<file path="config.mk">
export PLATFORM = sky130hd
export DESIGN_NAME = pioc_port_regs
export DESIGN_NICKNAME = d
export VERILOG_FILES = /design/src/verilog/pioc_pkg.sv /design/src/verilog/pioc_irq_port.sv /design/src/verilog/pioc_opctl_port.sv /design/src/verilog/pioc_port_regs.sv
export VERILOG_INCLUDE_DIRS = /design/src /design/src/verilog
export SDC_FILE = /design/constraint.sdc
export NUM_CORES = 1
export LEC_CHECK = 0
export BUFFER_PORTS_ARGS = -buffer_cell sky130_fd_sc_hd__buf_2
export CORE_MARGIN = 5
export CORE_UTILIZATION = 33
export DETAILED_ROUTE_END_ITERATION = 12
export GPL_ROUTABILITY_DRIVEN = 0
export PLACE_DENSITY_LB_ADDON = 0.08
export REMOVE_ABC_BUFFERS = 1
export SKIP_LAST_GASP = 1
export SLEW_MARGIN = 5
export SYNTH_ARGS = -nofsm -noshare
export SYNTH_HDL_FRONTEND = slang
export SYNTH_SLANG_ARGS = --single-unit
export TNS_END_PERCENT = 30
</file>
<file path="constraint.sdc">
create_clock -name mclk -period 3.3 [get_ports mclk]
set_input_delay 0.66 -clock mclk [delete_from_list [all_inputs] [get_ports mclk]]
set_output_delay 0.66 -clock mclk [all_outputs]
set_load 0.05 [all_outputs]
</file>
<file path="src/verilog/pioc_regs.svh">
`ifndef PIOC_REGS_SVH
`define PIOC_REGS_SVH

// ---------------------------------------------------------------
// Port numbering and address layout
// ---------------------------------------------------------------
`define PIOC_NPORT        7
`define PIOC_NPHY         5
`define PIOC_PORT_W       3
`define PIOC_FIRST_PORT   3'h1
`define PIOC_OFF_W        8
`define PIOC_OFF_STATUS   8'h1B
`define PIOC_OFF_MASK     8'h1F
`define PIOC_OFF_OPCTL    8'h20

// ---------------------------------------------------------------
// Field positions
// ---------------------------------------------------------------
`define PIOC_BIT_ACL      0
`define PIOC_BIT_PHY      1
`define PIOC_BIT_TTAG     2
`define PIOC_BIT_RLOOP    6
`define PIOC_BIT_LLOOP    7
`define PIOC_QS_MSB       1
`define PIOC_QS_LSB       0

// ---------------------------------------------------------------
// Reset values and write masks
// ---------------------------------------------------------------
`define PIOC_RST_STATUS   8'h00
`define PIOC_RST_MASK     8'h00
`define PIOC_RST_OPCTL    8'h00
`define PIOC_WMASK_MASK   8'h03
`define PIOC_WMASK_OPCTL  8'hC7
`define PIOC_ZERO8        8'h00

// ---------------------------------------------------------------
// Egress queue split encodings
// ---------------------------------------------------------------
`define PIOC_QS_ONE       2'h0
`define PIOC_QS_TWO       2'h1
`define PIOC_QS_FOUR      2'h2
`define PIOC_QS_RSVD      2'h3

`endif

</file>
<file path="src/verilog/pioc_pkg.sv">
package pioc_pkg;
  typedef logic [7:0] pioc_byte_t;
  typedef logic [1:0] pioc_qsplit_t;
  typedef enum logic [2:0] {
    PIOC_Q1 = 3'h1,
    PIOC_Q2 = 3'h2,
    PIOC_Q4 = 3'h4
  } pioc_qmode_e;
endpackage

</file>
<file path="src/verilog/pioc_irq_port.sv">
`timescale 1ns/1ns
`include "pioc_regs.svh"

// Interrupt status and mask of one port
module pioc_irq_port
  import pioc_pkg::*;
#(
  parameter bit HAS_PHY = 1'b1
) (
  // Clock and reset
  input  wire logic mclk,
  input  wire logic srst,
  // Register writes
  input  wire logic mask_we,
  input  wire logic [7:0] wdata,
  // Event sources
  input  wire logic acl_evt,
  input  wire logic phy_irq_lvl,
  // Register contents
  output logic [7:0] status_q,
  output logic [7:0] mask_q,
  output logic       irq_d
);

  logic acl_clr;
  logic phy_stat;

  // ---------------------------------------------------------------
  // Mask register
  // ---------------------------------------------------------------
  // Reserved bits never stored, so they read zero
  always_ff @(posedge mclk) begin
    if (srst) begin
      mask_q <= `PIOC_RST_MASK;
    end else if (mask_we) begin
      mask_q <= wdata & `PIOC_WMASK_MASK;
    end
  end

  // Any change of the ACL mask bit clears the ACL status
  assign acl_clr = mask_we &&
    (wdata[`PIOC_BIT_ACL] != mask_q[`PIOC_BIT_ACL]);

  // MAC-only ports have no PHY source at all
  assign phy_stat = HAS_PHY ? phy_irq_lvl : 1'b0;

  // ---------------------------------------------------------------
  // Status register
  // ---------------------------------------------------------------
  // New ACL event wins over a same-cycle toggle clear
  always_ff @(posedge mclk) begin
    if (srst) begin
      status_q <= `PIOC_RST_STATUS;
    end else begin
      status_q[7:2] <= 6'h00;
      status_q[`PIOC_BIT_PHY] <= phy_stat;
      if (acl_evt) begin
        status_q[`PIOC_BIT_ACL] <= 1'b1;
      end else if (acl_clr) begin
        status_q[`PIOC_BIT_ACL] <= 1'b0;
      end
    end
  end

  // Active-low enables; PHY enable only counts on PHY ports
  assign irq_d =
    (status_q[`PIOC_BIT_ACL] & ~mask_q[`PIOC_BIT_ACL]) |
    (HAS_PHY & status_q[`PIOC_BIT_PHY] &
     ~mask_q[`PIOC_BIT_PHY]);

endmodule

</file>
<file path="src/verilog/pioc_opctl_port.sv">
`timescale 1ns/1ns
`include "pioc_regs.svh"

// Operation control register of one port
module pioc_opctl_port
  import pioc_pkg::*;
(
  // Clock and reset
  input  wire logic mclk,
  input  wire logic srst,
  // Register write
  input  wire logic we,
  input  wire logic [7:0] wdata,
  // Register contents
  output logic [7:0] opctl_q
);

  // ---------------------------------------------------------------
  // Storage
  // ---------------------------------------------------------------
  // Bits 5:3 reserved, dropped on write
  always_ff @(posedge mclk) begin
    if (srst) begin
      opctl_q <= `PIOC_RST_OPCTL;
    end else if (we) begin
      opctl_q <= wdata & `PIOC_WMASK_OPCTL;
    end
  end

endmodule

</file>
<file path="src/verilog/pioc_port_regs.sv">
`timescale 1ns/1ns
`include "pioc_regs.svh"

module pioc_port_regs
  import pioc_pkg::*;
(
  // Clock and reset
  input  wire logic        mclk,
  input  wire logic        srst,
  // Register access from management interface
  input  wire logic [2:0]  reg_port,
  input  wire logic [7:0]  reg_off,
  input  wire logic        reg_wr,
  input  wire logic        reg_rd,
  input  wire logic [7:0]  reg_wdata,
  output logic      [7:0]  reg_rdata,
  output logic             reg_rvalid,
  // Interrupt sources, one bit per port (bit 0 = port 1)
  input  wire logic [6:0]  acl_evt,
  input  wire logic [6:0]  phy_irq,
  // Interrupt requests toward global interrupt logic
  output logic      [6:0]  port_irq,
  // Per-port control toward MAC and queue manager
  output logic      [6:0]  lloop_en,
  output logic      [6:0]  rloop_en,
  output logic      [6:0]  ttag_en,
  output logic      [13:0] qsplit,
  output logic      [20:0] qmode,
  // xMII remote loopback data path (ports 6 and 7)
  input  wire logic [7:0]  mii_txd_6,
  input  wire logic [7:0]  mii_txd_7,
  input  wire logic [7:0]  mii_rxd_core_6,
  input  wire logic [7:0]  mii_rxd_core_7,
  output logic      [7:0]  mii_rxd_6,
  output logic      [7:0]  mii_rxd_7
);

  // Storage arrays, one entry per port
  pioc_byte_t status_a [`PIOC_NPORT];
  pioc_byte_t mask_a   [`PIOC_NPORT];
  pioc_byte_t opctl_a  [`PIOC_NPORT];
  logic [6:0] irq_d;
  logic [6:0] acl_s1;
  logic [6:0] acl_s2;
  logic [6:0] acl_s3;
  logic [6:0] phy_s1;
  logic [6:0] phy_s2;
  logic [6:0] sel;

  // ---------------------------------------------------------------
  // Decode helpers
  // ---------------------------------------------------------------
  // Port number to one-hot copy select; 0 selects nothing
  function automatic logic [6:0] port_sel(input logic [2:0] p);
    logic [6:0] s;
    s = 7'h00;
    if (p >= `PIOC_FIRST_PORT) begin
      s[p - `PIOC_FIRST_PORT] = 1'b1;
    end
    return s;
  endfunction

  // Queue split field to queue-count one-hot; reserved maps to one
  function automatic pioc_qmode_e qs_decode(input pioc_qsplit_t q);
    pioc_qmode_e m;
    m = PIOC_Q1;
    if (q == `PIOC_QS_TWO) begin
      m = PIOC_Q2;
    end else if (q == `PIOC_QS_FOUR) begin
      m = PIOC_Q4;
    end
    return m;
  endfunction

  assign sel = port_sel(reg_port);

  // ---------------------------------------------------------------
  // Input synchronisers
  // ---------------------------------------------------------------
  // Sources come from other logic; third stage finds ACL edges only
  always_ff @(posedge mclk) begin
    if (srst) begin
      acl_s1 <= 7'h00;
      acl_s2 <= 7'h00;
      acl_s3 <= 7'h00;
      phy_s1 <= 7'h00;
      phy_s2 <= 7'h00;
    end else begin
      acl_s1 <= acl_evt;
      acl_s2 <= acl_s1;
      acl_s3 <= acl_s2;
      phy_s1 <= phy_irq;
      phy_s2 <= phy_s1;
    end
  end

  // ---------------------------------------------------------------
  // Per-port register copies
  // ---------------------------------------------------------------
  // Ports 1-5 have a PHY, 6-7 are MAC only; all have ACL
  for (genvar i = 0; i < `PIOC_NPORT; i++) begin : g_port
    pioc_irq_port #(
      .HAS_PHY (i < `PIOC_NPHY)
    ) u_irq (
      .mclk        (mclk),
      .srst        (srst),
      .mask_we     (reg_wr && sel[i] &&
                    reg_off == `PIOC_OFF_MASK),
      .wdata       (reg_wdata),
      .acl_evt     (acl_s2[i] & ~acl_s3[i]),
      .phy_irq_lvl (phy_s2[i]),
      .status_q    (status_a[i]),
      .mask_q      (mask_a[i]),
      .irq_d       (irq_d[i])
    );

    pioc_opctl_port u_opctl (
      .mclk    (mclk),
      .srst    (srst),
      .we      (reg_wr && sel[i] &&
                reg_off == `PIOC_OFF_OPCTL),
      .wdata   (reg_wdata),
      .opctl_q (opctl_a[i])
    );

    // Control outputs registered once more so they leave from flops
    always_ff @(posedge mclk) begin
      if (srst) begin
        port_irq[i]      <= 1'b0;
        lloop_en[i]      <= 1'b0;
        rloop_en[i]      <= 1'b0;
        ttag_en[i]       <= 1'b0;
        qsplit[2*i+:2]   <= `PIOC_QS_ONE;
        qmode[3*i+:3]    <= PIOC_Q1;
      end else begin
        port_irq[i]    <= irq_d[i];
        lloop_en[i]    <= opctl_a[i][`PIOC_BIT_LLOOP];
        rloop_en[i]    <= opctl_a[i][`PIOC_BIT_RLOOP];
        ttag_en[i]     <= opctl_a[i][`PIOC_BIT_TTAG];
        qsplit[2*i+:2] <=
          opctl_a[i][`PIOC_QS_MSB:`PIOC_QS_LSB];
        qmode[3*i+:3]  <=
          qs_decode(opctl_a[i][`PIOC_QS_MSB:`PIOC_QS_LSB]);
      end
    end
  end

  // ---------------------------------------------------------------
  // xMII remote loopback echo
  // ---------------------------------------------------------------
  // No elastic buffer: one flop of delay, so long bursts may slip
  always_ff @(posedge mclk) begin
    if (srst) begin
      mii_rxd_6 <= `PIOC_ZERO8;
      mii_rxd_7 <= `PIOC_ZERO8;
    end else begin
      mii_rxd_6 <= opctl_a[5][`PIOC_BIT_RLOOP] ?
                   mii_txd_6 : mii_rxd_core_6;
      mii_rxd_7 <= opctl_a[6][`PIOC_BIT_RLOOP] ?
                   mii_txd_7 : mii_rxd_core_7;
    end
  end

  // ---------------------------------------------------------------
  // Read path
  // ---------------------------------------------------------------
  // One cycle after reg_rd; unmapped offset or port reads zero
  always_ff @(posedge mclk) begin
    if (srst) begin
      reg_rdata  <= `PIOC_ZERO8;
      reg_rvalid <= 1'b0;
    end else begin
      reg_rvalid <= reg_rd;
      reg_rdata  <= `PIOC_ZERO8;
      if (reg_rd && reg_port >= `PIOC_FIRST_PORT) begin
        if (reg_off == `PIOC_OFF_STATUS) begin
          reg_rdata <= status_a[reg_port - `PIOC_FIRST_PORT];
        end else if (reg_off == `PIOC_OFF_MASK) begin
          reg_rdata <= mask_a[reg_port - `PIOC_FIRST_PORT];
        end else if (reg_off == `PIOC_OFF_OPCTL) begin
          reg_rdata <= opctl_a[reg_port - `PIOC_FIRST_PORT];
        end
      end
    end
  end

endmodule

</file>
==> metrics.md <==
| Metric | Value |
|---|---|
| Leak pwr | 3.48 nW |
| Setup bufs post-CTS | 0 |
| Crit path depth | 7 |
| F_max | 0.402 GHz |
| Crit path max fanout | 11 |
| Share of cells above drive strength 1 | 29.6% |
| Worst-case clock buffer depth | 2 |
| Initial DRC count | 163 |
| CP max stage cell | nor4_4 |
| Starting Density | 33.4% |
| Dpl ws | 0.379 ns |
| DRC viols | 0 |
| Crit-path max cell delay | 0.74 ns |
| Clk_skew | 0.00659 ns |
| Most frequent cell after synthesis | dfxtp_1 |
| FF+latch area | 3540 um2 |
| Number of routed nets with antenna violations | 0 |
| Clk pin slew, worst setup/hold paths | 0.06 ns |
| Avg WL per Cell | 14.5 um |
| Max cap viols | 0 |
| Vias per cell | 4.42 |
| DRT Pass-1 Iters | 5 |
| R2r setup slk | 1.84 ns |
| Warnings from Yosys | 0 |
| EDFF count, synth | 0 |
| Syn-to-layout area delta | 22.3% |
| Power Dens Cells | 554 nW/um2 |
| Area contributors post-synth | dfxtp_1 (53%), mux2i_1 (9.2%), nor2b_1 (6.2%) |
| Multi-input logic area | 2830 um2 |
| Slew HR | 51.0% |
| Maximum VDD drop | 347 uV |
| Fin crit share | 75.4% |
| Async SR Flop Fraction | 0% |
| CP top delay family | simple AND/OR/NAND/NOR gates |
| H-tree Lvls | 4 |
| IO Pins | 157 |
| Main synth FF type | dfxtp_1 |
| Final worst path period need | 2.49 ns |
| Routed WL | 15000 um |
| Final Cell Area | 8210 um2 |
| Final Hold Fails | 0 |
| Post-cts resize count | 0 |
| GRT Resource Usage Total | 13.0% |
| Final Max Tran Viols | 0 |
| Core area | 20100 um2 |
| WS Path Type | primary input to flop |
| Seq/Total Area, Yosys | 52.8% |
| CP startpoint kind | primary input |
| TritonCTS Buffers | 17 |
| First-pass GRT wire length | 24400 um |
| Synthesized flop and latch total | 177 |
| DIE AREA | 23300 um2 |
| Final-report setup violation count | 0 |
| Fillers | 2046 |
| RSZ-0062 raised after global routing | false |
| Final worst slack | 0.813 ns |
| Worst-Skew Late Latency | 0.42 ns |
| Synth top area share | 52.8% |
| Worst hold path class | flop to flop |
| Grt total ovfl | 0 |
| Reg2Reg Depth | 5 |
| Worst Path Buf+Inv | 3 |
| WP data arrival | 2.79 ns |
| Yosys top cell by area | dfxtp_1 |
| Post-synth top cells | dfxtp_1 (177), nor2_1 (82), nor2b_1 (66), mux2i_1 (62) |
| Post-Syn Instances | 611 |
| Crit path top cell by count | inv_1 |
| Worst Setup End Kind | flop |
| CTS root buf | clkbuf_16 |
| Detail Placement HPWL | 10800 um |
| Setup tns final | 0 ns |
| Critical path data required time | 3.60 ns |
| Largest net degree at the start of global routing | 89 |
| Vias in the first global route | 4708 |
| Die width | 153 um |
| CTS tree | done |
| Netlist Area Pre-Place | 6710 um2 |
| Measured slew at the worst slew-check pin | 0.729 ns |
| Initial antenna violation count | 0 |
| Final #Nets | 836 |
| Die Ht | 153 um |
| Distinct cell type count after synthesis | 51 |
| Hold buffers post-CTS | 0 |
| Status | completed |
| Rows | 52 |
| Crit path cell chain | buf_2, inv_1, ha_1, inv_1, nor4_4, mux2i_1, nor2_1 |
| Clock sinks | 177 |
| Port bufs | 148 |
| Instance area at placement | 7600 um2 |
| # diodes | 0 |
| Syn Area/Cell | 11.0 um2 |
| DR vias | 4564 |
| Hold depth | 1 |
## area by class of cell
type	count	share of cell area, %
clock buffers	23	5.82
multi-input cells	379	34.4
flip-flops and latches	177	43.2
clock inverters	8	1.57
inverters	19	0.869
repair buffers	157	10.0
well taps	270	4.12
## worst reg2reg max path, cell delays in order, from the launching register on
cell	delay, ns
dfxtp_1	0.34
mux4_2	0.50
nor2_1	0.12
nor3_1	0.07
nor3_1	0.18
a211oi_1	0.09
## cell usage in the layout, fill, tap and decap left out, drive strengths merged, types with 2 or more instances in the layout
cell    instances
inv            19
dfxtp         177
nor2b          66
nor3b           8
ha             16
a221o           2
o21ai           4
a221oi          5
o41ai           4
nor4            7
mux2i          63
or2             8
mux4            8
clkbuf         23
nor3            8
and3            2
nand4           2
nand2b         17
buf           157
a21oi          19
nor4b           2
conb            3
xnor2           5
xor2            4
a21o            2
nor2           83
nand2          13
nand3          10
bufinv          3
mux2            8
clkinv          4
## cells by family (layout without fill, tap and decap cells)
logic type	Yosys count	count (layout)	synth area share, %
xor gates and xnor gates	9	9	1.17
buffers and inverters	57	207	5.18
and+or+nand+nor	229	229	19.8
adders and majority gates	16	16	2.98
AOI/OAI and AO/OA	43	43	4.34
muxes	79	79	13.6
other	1	3	0.0559
DFF	177	177	52.8
## sequential cells by signal, summed over array words and instances, names as in the netlist
register                cells
acl_s1                      7
acl_s2                      7
acl_s3                      7
g_port.u_irq.mask_q        14
g_port.u_irq.status_q      12
g_port.u_opctl.opctl_q     35
lloop_en                    7
mii_rxd_6                   8
mii_rxd_7                   8
phy_s1                      5
phy_s2                      5
port_irq                    7
qmode                      21
qsplit                     14
reg_rdata                   5
reg_rvalid                  1
rloop_en                    7
ttag_en                     7
## power breakdown
| part | leakage (nW) | internal, W | switching, W |
|---|---|---|---|
| combinational | 1.75 | 0.000107 | 0.000206 |
| clock | 0.293 | 0.00125 | 0.000799 |
| sequential | 1.44 | 0.00217 | 0.0000108 |
## metrics by stage
stage          util, %  total power, W  hold slack, ns  instances
2_1_floorplan        -         0.00240           0.414        575
3_3_place_gp      37.8         0.00254           0.419       1002
3_5_place_dp      37.8         0.00255           0.421       1002
4_1_cts           40.8         0.00462           0.419       1033
5_1_grt           40.8         0.00474           0.431       1033
6_report          40.8         0.00455           0.437       1033
## final timing paths
path,end,from
setup / recovery,g_port[1].u_opctl.opctl_q[2],reg_port[0]
hold / removal,g_port[4].u_irq.status_q[1],phy_s2[4]
setup reg to reg,reg_rdata[0],g_port[0].u_opctl.opctl_q[0]
hold reg to reg,g_port[4].u_irq.status_q[1],phy_s2[4]
## metal layers
layer	vias up	wire [um]	GRT usage, %
met5	-	0	0
met4	0	228	4.07
met3	17	694	4.00
met2	104	7690	22.7
met1	2132	6340	15.2
li1	2311	-	-
(Power assumes the default switching activity.)
